$ cat src/verilog/tlbc_pkg.sv
// Constants and types shared by the translation-buffer control registers.
package tlbc_pkg;
   localparam int IDX_W = 5;
   localparam int VPN2_W = 21;
   localparam int MASK_W = 8;
   localparam int BASE_W = 7;
   localparam int ENTRIES = 32;
   localparam logic [4:0] REG_INDEX = 5'h00;
   localparam logic [4:0] REG_RANDOM = 5'h01;
   localparam logic [4:0] REG_LO_EVEN = 5'h02;
   localparam logic [4:0] REG_LO_ODD = 5'h03;
   localparam logic [4:0] REG_CONTEXT = 5'h04;
   localparam logic [4:0] REG_PMASK = 5'h05;
   localparam logic [4:0] REG_WIRED = 5'h06;
   localparam logic [4:0] REG_FAULT = 5'h08;
   localparam logic [4:0] REG_COUNT = 5'h09;
   localparam int PROBE_BIT = 31;
   localparam int CTX_BASE_LSB = 25;
   localparam int CTX_VPN2_LSB = 4;
   localparam int VADDR_VPN2_LSB = 11;
   localparam int MASK_LSB = 11;
   localparam int CATTR_LSB = 3;
   localparam logic [2:0] CATTR_UNCACHED = 3'h2;
   localparam logic [4:0] IDX_TOP = 5'h1f;
   localparam logic [4:0] WIRED_RESET = 5'h00;
   localparam logic [4:0] RANDOM_RESET = 5'h1f;
   localparam logic [31:0] COUNT_RESET = 32'h0000_0000;
   localparam logic [1:0] DIV_SEL_8 = 2'h0;
   localparam logic [1:0] DIV_SEL_12 = 2'h1;
   localparam logic [3:0] DIV8_LAST = 4'h7;
   localparam logic [3:0] DIV12_LAST = 4'hb;
   localparam logic [3:0] DIV16_LAST = 4'hf;
   typedef struct packed {
      logic [MASK_W-1:0] mask;
      logic [VPN2_W-1:0] vpn2;
      logic [31:0] lo_even;
      logic [31:0] lo_odd;
   } tlbc_entry_s;
endpackage

$ cat src/verilog/tlbc_mem_if.sv
// Port bundle between the register block and the entry memory.
`timescale 1ns/1ps
interface tlbc_mem_if;
   import tlbc_pkg::*;
   logic [IDX_W-1:0] rd_idx;
   tlbc_entry_s rd_data;
   logic wr_en;
   logic [IDX_W-1:0] wr_idx;
   tlbc_entry_s wr_data;
   modport ctrl (output rd_idx, output wr_en, output wr_idx, output wr_data, input rd_data);
   modport mem (input rd_idx, input wr_en, input wr_idx, input wr_data, output rd_data);
endinterface

$ cat src/verilog/tlbc_regs.sv
// Translation-buffer control registers, probe engine and cycle timer.
`timescale 1ns/1ps
module tlbc_regs
   import tlbc_pkg::*;
(
   // Clock, reset and enable.
   input wire logic sys_clk,
   input wire logic srst,
   input wire logic clk_en,
   // Register move port.
   input wire logic [4:0] reg_num,
   input wire logic reg_wr,
   input wire logic [31:0] reg_wdata,
   output logic [31:0] reg_rdata,
   // Pipeline operations.
   input wire logic instr_retire,
   input wire logic probe_instr,
   input wire logic entry_read_instr,
   input wire logic indexed_write_instr,
   input wire logic random_write_instr,
   input wire logic [VPN2_W-1:0] entry_hi_vpn2,
   output logic busy,
   output logic read_done,
   output logic [VPN2_W-1:0] read_vpn2,
   // Fault capture.
   input wire logic tlb_miss,
   input wire logic addr_err,
   input wire logic [31:0] fault_vaddr,
   // Timer divider select.
   input wire logic [1:0] div_sel,
   // Page attributes.
   output logic even_uncached,
   output logic odd_uncached
);
   typedef enum logic {ST_IDLE, ST_SCAN} tlbc_state_e;

   tlbc_state_e state;
   tlbc_state_e next_state;
   logic probe_fail;
   logic [IDX_W-1:0] index;
   logic [IDX_W-1:0] random;
   logic [IDX_W-1:0] wired;
   logic [31:0] lo_even;
   logic [31:0] lo_odd;
   logic [BASE_W-1:0] ctx_base;
   logic [VPN2_W-1:0] ctx_vpn2;
   logic [MASK_W-1:0] pmask;
   logic [31:0] fault_addr;
   logic [31:0] count;
   logic [3:0] div_cnt;
   logic [IDX_W-1:0] scan_idx;
   logic [IDX_W-1:0] cmp_idx;
   logic cmp_vld;
   logic rd_pend;
   logic [31:0] next_rdata;
   logic [5:0] scan_cycles;
   tlbc_mem_if mbus ();

   wire idle = (state == ST_IDLE);
   wire wr_index = reg_wr && (reg_num == REG_INDEX);
   wire wr_lo_even = reg_wr && (reg_num == REG_LO_EVEN);
   wire wr_lo_odd = reg_wr && (reg_num == REG_LO_ODD);
   wire wr_context = reg_wr && (reg_num == REG_CONTEXT);
   wire wr_pmask = reg_wr && (reg_num == REG_PMASK);
   wire wr_wired = reg_wr && (reg_num == REG_WIRED);
   wire wr_count = reg_wr && (reg_num == REG_COUNT);
   wire probe_go = idle && probe_instr;
   wire read_go = idle && entry_read_instr;
   wire iwrite_go = idle && indexed_write_instr;
   wire rwrite_go = idle && random_write_instr && (random >= wired);
   wire below_wired = (random <= wired);
   wire [IDX_W-1:0] dec_random = below_wired ? IDX_TOP : random - 5'h01;
   wire [VPN2_W-1:0] page_diff = mbus.rd_data.vpn2 ^ entry_hi_vpn2;
   wire [VPN2_W-1:0] cmp_care = ~{{(VPN2_W-MASK_W){1'b0}}, mbus.rd_data.mask};
   wire hit = ((page_diff & cmp_care) == '0);
   wire finish = cmp_vld && (hit || (cmp_idx == IDX_TOP));
   wire [3:0] div_last = (div_sel == DIV_SEL_8) ? DIV8_LAST :
                         (div_sel == DIV_SEL_12) ? DIV12_LAST : DIV16_LAST;
   wire tick = (div_cnt >= div_last);
   wire [2:0] cattr_even = lo_even[CATTR_LSB+2:CATTR_LSB];
   wire [2:0] cattr_odd = lo_odd[CATTR_LSB+2:CATTR_LSB];

   assign mbus.rd_idx = (state == ST_SCAN) ? scan_idx : index;
   assign mbus.wr_en = clk_en && (iwrite_go || rwrite_go);
   assign mbus.wr_idx = rwrite_go ? random : index;
   assign mbus.wr_data = '{mask: pmask, vpn2: entry_hi_vpn2, lo_even: lo_even,
                          lo_odd: lo_odd};

   tlbc_mem u_mem (
      .sys_clk(sys_clk),
      .clk_en(clk_en),
      .mp(mbus.mem)
   );

   always_comb begin
      next_state = state;
      case (state)
         ST_IDLE: begin
            if (probe_instr) begin
               next_state = ST_SCAN;
            end
         end
         ST_SCAN: begin
            if (finish) begin
               next_state = ST_IDLE;
            end
         end
         default: begin
            next_state = ST_IDLE;
         end
      endcase
   end

   always_comb begin
      if (reg_num == REG_INDEX) begin
         next_rdata = {probe_fail, 26'h000_0000, index};
      end else if (reg_num == REG_RANDOM) begin
         next_rdata = {27'h000_0000, random};
      end else if (reg_num == REG_LO_EVEN) begin
         next_rdata = lo_even;
      end else if (reg_num == REG_LO_ODD) begin
         next_rdata = lo_odd;
      end else if (reg_num == REG_CONTEXT) begin
         next_rdata = {ctx_base, ctx_vpn2, 4'h0};
      end else if (reg_num == REG_PMASK) begin
         next_rdata = {13'h0000, pmask, 11'h000};
      end else if (reg_num == REG_WIRED) begin
         next_rdata = {27'h000_0000, wired};
      end else if (reg_num == REG_FAULT) begin
         next_rdata = fault_addr;
      end else if (reg_num == REG_COUNT) begin
         next_rdata = count;
      end else begin
         next_rdata = 32'h0000_0000;
      end
   end

   // Probe scan: one entry issued per cycle, compared one cycle later.
   always_ff @(posedge sys_clk) begin
      if (srst) begin
         state <= ST_IDLE;
         busy <= 1'b0;
         scan_idx <= '0;
         cmp_idx <= '0;
         cmp_vld <= 1'b0;
      end else if (clk_en) begin
         state <= next_state;
         busy <= (next_state == ST_SCAN);
         scan_idx <= probe_go ? '0 : (scan_idx == IDX_TOP) ? scan_idx : scan_idx + 5'h01;
         cmp_idx <= scan_idx;
         cmp_vld <= (state == ST_SCAN) && !finish;
      end
   end

   // Enabled edges spent in the running scan, so that a stuck scan is caught.
   always_ff @(posedge sys_clk) begin
      if (srst) begin
         scan_cycles <= 6'h00;
      end else if (clk_en) begin
         scan_cycles <= idle ? 6'h00 : scan_cycles + 6'h01;
      end
   end

   // Index and probe result; the probe result wins over a software write.
   always_ff @(posedge sys_clk) begin
      if (clk_en) begin
         if (finish) begin
            probe_fail <= !hit;
            if (hit) begin
               index <= cmp_idx;
            end
         end else if (wr_index) begin
            index <= reg_wdata[IDX_W-1:0];
         end
      end
   end

   // Replacement index and wired limit.
   always_ff @(posedge sys_clk) begin
      if (srst) begin
         wired <= WIRED_RESET;
         random <= RANDOM_RESET;
      end else if (clk_en) begin
         if (wr_wired) begin
            wired <= reg_wdata[IDX_W-1:0];
            random <= IDX_TOP;
         end else if (instr_retire) begin
            random <= dec_random;
         end
      end
   end

   // Entry-low, page mask and context; an entry read wins over a move.
   always_ff @(posedge sys_clk) begin
      if (srst) begin
         rd_pend <= 1'b0;
         read_done <= 1'b0;
      end else if (clk_en) begin
         rd_pend <= read_go;
         read_done <= rd_pend;
      end
   end

   always_ff @(posedge sys_clk) begin
      if (clk_en) begin
         if (rd_pend) begin
            lo_even <= mbus.rd_data.lo_even;
            lo_odd <= mbus.rd_data.lo_odd;
            pmask <= mbus.rd_data.mask;
            read_vpn2 <= mbus.rd_data.vpn2;
         end else begin
            if (wr_lo_even) begin
               lo_even <= reg_wdata;
            end
            if (wr_lo_odd) begin
               lo_odd <= reg_wdata;
            end
            if (wr_pmask) begin
               pmask <= reg_wdata[MASK_LSB+MASK_W-1:MASK_LSB];
            end
         end
         if (wr_context) begin
            ctx_base <= reg_wdata[31:CTX_BASE_LSB];
         end
         if (tlb_miss) begin
            ctx_vpn2 <= fault_vaddr[31:VADDR_VPN2_LSB];
         end
         if (tlb_miss || addr_err) begin
            fault_addr <= fault_vaddr;
         end
      end
   end

   // Cycle timer on the divided master clock tick.
   always_ff @(posedge sys_clk) begin
      if (srst) begin
         div_cnt <= 4'h0;
         count <= COUNT_RESET;
      end else if (clk_en) begin
         div_cnt <= tick ? 4'h0 : div_cnt + 4'h1;
         if (wr_count) begin
            count <= reg_wdata;
         end else if (tick) begin
            count <= count + 32'h0000_0001;
         end
      end
   end

   always_ff @(posedge sys_clk) begin
      if (srst) begin
         reg_rdata <= 32'h0000_0000;
         even_uncached <= 1'b0;
         odd_uncached <= 1'b0;
      end else if (clk_en) begin
         reg_rdata <= next_rdata;
         even_uncached <= (cattr_even == CATTR_UNCACHED);
         odd_uncached <= (cattr_odd == CATTR_UNCACHED);
      end
   end
endmodule

$ cat src/verilog/tlbc_mem.sv
// Thirty-two entry translation store with registered read data.
`timescale 1ns/1ps
module tlbc_mem
   import tlbc_pkg::*;
(
   // Clock and enable.
   input wire logic sys_clk,
   input wire logic clk_en,
   // Access port.
   tlbc_mem_if.mem mp
);
   tlbc_entry_s store [ENTRIES];

   always_ff @(posedge sys_clk) begin
      if (clk_en) begin
         if (mp.wr_en) begin
            store[mp.wr_idx] <= mp.wr_data;
         end
         mp.rd_data <= store[mp.rd_idx];
      end
   end
endmodule

$ cat config.mk
export PLATFORM = sky130hd
export DESIGN_NAME = tlbc_regs
export DESIGN_NICKNAME = d
export VERILOG_FILES = /design/src/verilog/tlbc_pkg.sv /design/src/verilog/tlbc_mem_if.sv /design/src/verilog/tlbc_regs.sv /design/src/verilog/tlbc_mem.sv
export SDC_FILE = /design/constraint.sdc
export NUM_CORES = 2
export LEC_CHECK = 0
export BUFFER_PORTS_ARGS = -buffer_cell sky130_fd_sc_hd__buf_2
export CELL_PAD_IN_SITES_DETAIL_PLACEMENT = 1
export CELL_PAD_IN_SITES_GLOBAL_PLACEMENT = 2
export CORE_ASPECT_RATIO = 1.5
export CORE_MARGIN = 2
export CORE_UTILIZATION = 30
export DETAILED_ROUTE_END_ITERATION = 12
export HOLD_SLACK_MARGIN = 0.05
export PLACE_DENSITY = 0.54
export RECOVER_POWER = 100
export SLEW_MARGIN = 10
export SYNTH_ARGS = -nofsm -noshare
export SYNTH_HDL_FRONTEND = slang
export SYNTH_SLANG_ARGS = --single-unit
export TNS_END_PERCENT = 100
$ cat constraint.sdc
create_clock -name sys_clk -period 8.3 [get_ports sys_clk]
set_clock_uncertainty 0.15 [all_clocks]
set_input_delay 0 -clock sys_clk [delete_from_list [all_inputs] [get_ports sys_clk]]
set_output_delay 0 -clock sys_clk [all_outputs]
set_load 0.02 [all_outputs]
**Yosys cells after proc, flatten, opt, wreduce, memory -nomap -nowiden**

Memories as Yosys holds them, arrays and structs flattened. A register that Yosys moved wholly into a read port is not among the register bits.
Cells that the tools add are included.

- RAM bits: 2976
- Flip-flop bits (word level): 253
- Input bits: 103
- Memories: 1
- Output and inout bits: 57
- Logic and storage cells: 127

- Reduce and logical (&&, ||, !) cells: 42
- $add $sub $neg: 4
- Multiplexer cells: 36
- Order comparisons: 3
- Eq/ne operators: 15
- Bitwise operators: 4

Memory list:

| name | words | width | rd ports | clocked after memory_dff | wr ports | line | RTL |
|---|---|---|---|---|---|---|---|
| u_mem.store | 32 | 93 | 1 | 1 | 1 | tlbc_mem.sv:12 | `tlbc_entry_s store [ENTRIES];` |

Operator list:

| cell | number |
|---|---|
| 32-bit 2-to-1 mux | 15 |
| 5-bit 2-to-1 mux | 10 |
| 32-bit by 1-bit adder with 32-bit output, second input constant | 1 |
| 2-bit AND reduction | 12 |
| 21-bit AND | 1 |
| 21-bit logical NOT | 1 |
| 8-bit NOT with 21-bit output | 1 |
| 21-bit bitwise XOR | 1 |
| 8-bit 2-to-1 mux | 2 |
| 5-bit by 3-bit equality test with 1-bit output, second input constant | 3 |
| 1-bit logical AND | 15 |
| 2-bit nonzero test | 6 |
| 5-bit by 2-bit equality test with 1-bit output, second input constant | 2 |
| 5-bit by 4-bit equality test with 1-bit output, second input constant | 2 |
| 5-bit equality test, second input constant | 2 |
| 4-bit 2-to-1 mux | 2 |
| 3-bit by 2-bit equality test with 1-bit output, second input constant | 2 |
| 5-bit by 1-bit adder with 5-bit output, second input constant | 1 |
| 5-bit by 1-bit equality test with 1-bit output, second input constant | 1 |
| 5-bit greater-or-equal comparator | 1 |
| 5-bit less-or-equal comparator | 1 |
| 5-bit logical NOT | 1 |
| 1-bit 2-to-1 mux | 5 |
| 5-bit by 1-bit subtractor with 5-bit output, second input constant | 1 |
| other kinds (11) | 15 |

**Depth between registers and ports, before layout**

- Depth in word-level cells: 10
- Gate-level depth with buffers: 12
- Mapped depth without buffers: 8

**Cells and area by module**

From an unflattened synthesis, not the netlist that was laid out.

- Cell total of the unflattened synthesis: 5660
- Area, all modules: 127594.9 um^2

Modules (own cells, without submodules):

| module | cells an instance | area an instance (um^2) | sequential area each (um^2) | times used |
|---|---|---|---|---|
| tlbc_mem | 4484 | 115522.0 | 92158.4 | 1 |
| tlbc_regs | 1176 | 12072.8 | 6656.4 | 1 |

**Least setup slack after synthesis**

Ideal clock, no wire load.

- Path type: reg-to-reg
- Start point: reg index[1]
- End point: mem u_mem.store[20][0] (netlist bit), enable pin
- Setup time: 0.546 ns
- Period minus slack after synthesis: 6.566 ns
- Path buffers: 4
- Data required time: 7.604 ns
- Setup slack: 1.734 ns
- Data arrival time: 5.870 ns
- Stages on the path, launching flop included: 10
- Cells stage by stage: edfxtp_1 -> buf_2 -> inv_2 -> clkbuf_1 -> clkbuf_1 -> clkbuf_1 -> nand3_1 -> mux2i_1 -> nand2_1 -> nor2_1

- Longest elaborated chain between the ends: 1

Ends and longest elaborated chain:

| what | line | RTL |
|---|---|---|
| start, declared | tlbc_regs.sv:40 | `logic [IDX_W-1:0] index;` |
| start signal, assigned | tlbc_regs.sv:170 | `index <= cmp_idx;` |
| start signal, assigned | tlbc_regs.sv:173 | `index <= reg_wdata[IDX_W-1:0];` |
| 5-bit 2-to-1 mux | tlbc_regs.sv:85 | `assign mbus.wr_idx = rwrite_go ? random : index;` |
| end, declared | tlbc_mem.sv:12 |  |

Every way passes these cells.

**Worst setup path in the final report**

- Start point: in clk_en
- End point: reg u_mem.mp.rd_data[49] (netlist name)

RTL lines:

| what | line | RTL |
|---|---|---|
| start, declared | tlbc_regs.sv:9 | `input wire logic clk_en,` |

No word-level cell between the ends.

==> reports/qor.csv <==
metric,value,unit
synth-seq-area-share,72.5,%
ys_top_cells_by_area,"edfxtp_1, mux4_2, nand2_1, a21oi_1, a211oi_1",
routed_wl,582000,um
numClockSinks,3322,
p_leak,49.4,nW
critPathMaxFanout,88,
grt_use_total,24.8,%
outcome,finished with violations,
finalHoldViolCount,0,
multi_input_area,34500,um^2
portBuffers,159,
fin_crit,6740,ps
dieHeight,829,um
grt_max_degree,140,
clockRootBuffer,clkbuf_16,
vias,89200,
slew_headroom,-177,%
report.final.slew_viol_count,2175,
start_util,30.1,%
violations,"max-capacitance violations, max-slew violations",
grt_pass1_vias,93800,
grt_pass1_wl,795000,um
cp_num_buf_inv,5,
antenna_found_initial,36,
clkTransAtPathRegs,60,ps
yosysMostFrequentCell,edfxtp_1,
fmax,0.148,GHz
routedWlPerCell,37.3,um
synth_area_per_cell,15.0,um^2
core-area,453000,um^2
cp_common_cell,clkbuf_1,
ctsHtreeMaxLevel,5,
place_ws,3540,ps
max-cap-violations,74,
ys.flop_type,edfxtp_1,
vdd_drop_max,0.175,mV
areaGrowthSynthToFinish,15.5,%
layout.nets,9503,
globalRouteOverflowTotal,0,
cp-start-kind,input port,
seqCellArea,98800,um^2
hold_ws,152,ps
post_synth_num_cell_types,78,
period_share,81.2,%
critPathCaptureType,flop,
tightest_slew,4150,ps
drt_iter0_markers,8097,
pin_count,160,
netlist.area_leader.share,71.2,%
cts_made_buffers,339,
drt_pre_antenna_iters,6,
die_w,554,um
yosys.area.top_type,edfxtp_1,
drive_gt1_share,12.8,%
synth_edf_count,3228,
hold_class,in -> reg,
ant_nets,0,
vias_per_cell,5.71,
cpPeakStageDelay,2600,ps
hpwl,319000,um
setup_slack,1560,ps
ctsHoldBuffers,218,
ys_warn_count,0,
grt_setup_unrepaired,false,
synth_commonest_cells,"edfxtp_1, nand2_1, a21oi_1, a211oi_1, clkbuf_1",
clock_latency,950,ps
finalSetupViolCount,0,
dieArea,460000,um^2
rows,303,
critPathTopFamily,buffers and inverters,
cts_buffer_depth,4,
syn_nets,9179,
cts_resized,0,
drcViolationCount,0,
crit_path_cell_trace,dlygate4sd3_1 > clkbuf_1 > buf_12 > clkbuf_1 > clkbuf_2,
fill_cells,46200,
worstRegToRegCells,4,
fin_tns_setup,0,ps
power.density,230,nW/um^2
crit_cells,5,
cts_tree,yes,
postCtsSetupBuffers,0,
ys_ff_latch,3322,
crit_type,in -> reg,
cp.required,8680,ps
synthArstFlopShare,0,%
critPathSlowestCell,clkbuf_1,
whs_path_depth,6,
gp_congestion,0.820,
postSynthCellCount,9064,
synth_area,136000,um^2
cp.arrival,7120,ps
area by class of cell:
class | instances | share of cell area [%]
flip-flops and latches | 3322 | 62.8
multi-input cells | 4964 | 21.9
clock buffers | 410 | 5.65
well taps | 5947 | 4.73
repair buffers | 678 | 3.50
clock inverters | 199 | 1.17
inverters | 83 | 0.222
diodes | 20 | 0.0318
metal layers:
layer / vias up / wire length (um) / GRT usage, %
met5: - / 76 / 0
met4: 10 / 25800 / 9.76
met3: 938 / 28500 / 2.89
met2: 2950 / 302000 / 44.7
met1: 48700 / 226000 / 29.8
li1: 36600 / - / -
through the flow:
stage | util, % | power, W | instance area [um^2] | cells
4_1_cts | 34.9 | 0.0365 | 158000 | 15600
3_3_place_gp | 32.0 | 0.0210 | 145000 | 14800
2_1_floorplan | - | 0.0200 | 136000 | 9064
3_5_place_dp | 32.0 | 0.0210 | 145000 | 14800
5_1_grt | 34.7 | 0.0371 | 157000 | 15600
6_report | 34.7 | 0.0362 | 157000 | 15600
worst paths after layout:
check	from	endpoint	slack, ps
worst max-delay path	clk_en	u_mem.mp.rd_data[49]	1560
worst min-delay path	random_write_instr	u_mem.store[6][4]	150
worst max register to register	rd_pend	pmask[3]	1600
worst min register to register	read_done	read_done	320
layout by cell type (no fill, tap or decap), types with 24 or more instances in the layout:
cell type / count
clkinv_2: 63
buf_4: 160
a2bb2oi_1: 67
nor2b_1: 54
a21o_1: 89
buf_2: 77
nand2b_1: 39
o21ai_0: 341
and3_1: 36
o22ai_1: 57
mux4_2: 336
o211ai_1: 41
nor2_1: 250
a22oi_1: 61
a21oi_1: 845
bufinv_16: 30
clkbuf_1: 220
clkbuf_16: 344
dfxtp_1: 92
dlygate4sd3_1: 213
a2111oi_0: 97
inv_1: 77
o31ai_1: 41
nand2_1: 1163
buf_12: 56
xnor2_1: 25
nor3_1: 71
or2_2: 42
a31oi_1: 47
a211o_1: 24
clkinv_1: 75
nand3_1: 139
mux2i_1: 65
a211oi_1: 453
edfxtp_1: 3228
o221ai_1: 121
a221oi_1: 86
tightest hold or removal path, delay by kind of cell:
| kind | cells | cell delay [ps] |
|---|---|---|
| and+or+nand+nor | 2 | 460 |
| buffers and inverters | 2 | 270 |
| AOI/OAI and AO/OA | 1 | 140 |
| muxes | 1 | 160 |
kinds of logic after synthesis:
kind of cell	Yosys count	synth area share (%)
AOI/OAI and AO/OA	2558	12.4
xor gates and xnor gates	28	0.180
adders and majority gates	12	0.110
buffers and inverters	778	2.39
DFF	3322	72.5
muxes	435	6.31
and+or+nand+nor	1931	6.11
power by group:
group	internal [W]	switching (W)
clock network	0.00859	0.00689
logic	0.000607	0.00149
registers	0.0185	0.000150
sequential cells by signal (all words and copies together), names as in the netlist, 4 cells and up:
register and count:
cmp_idx 5, count 32, ctx_base 7, ctx_vpn2 21, div_cnt 4, fault_addr 32, index 5, lo_even 32
lo_odd 32, pmask 8, random 5, read_vpn2 21, reg_rdata 32, scan_idx 5, u_mem.mp.rd_data 93, u_mem.store 2976
wired 5
(Power assumes the default switching activity.)
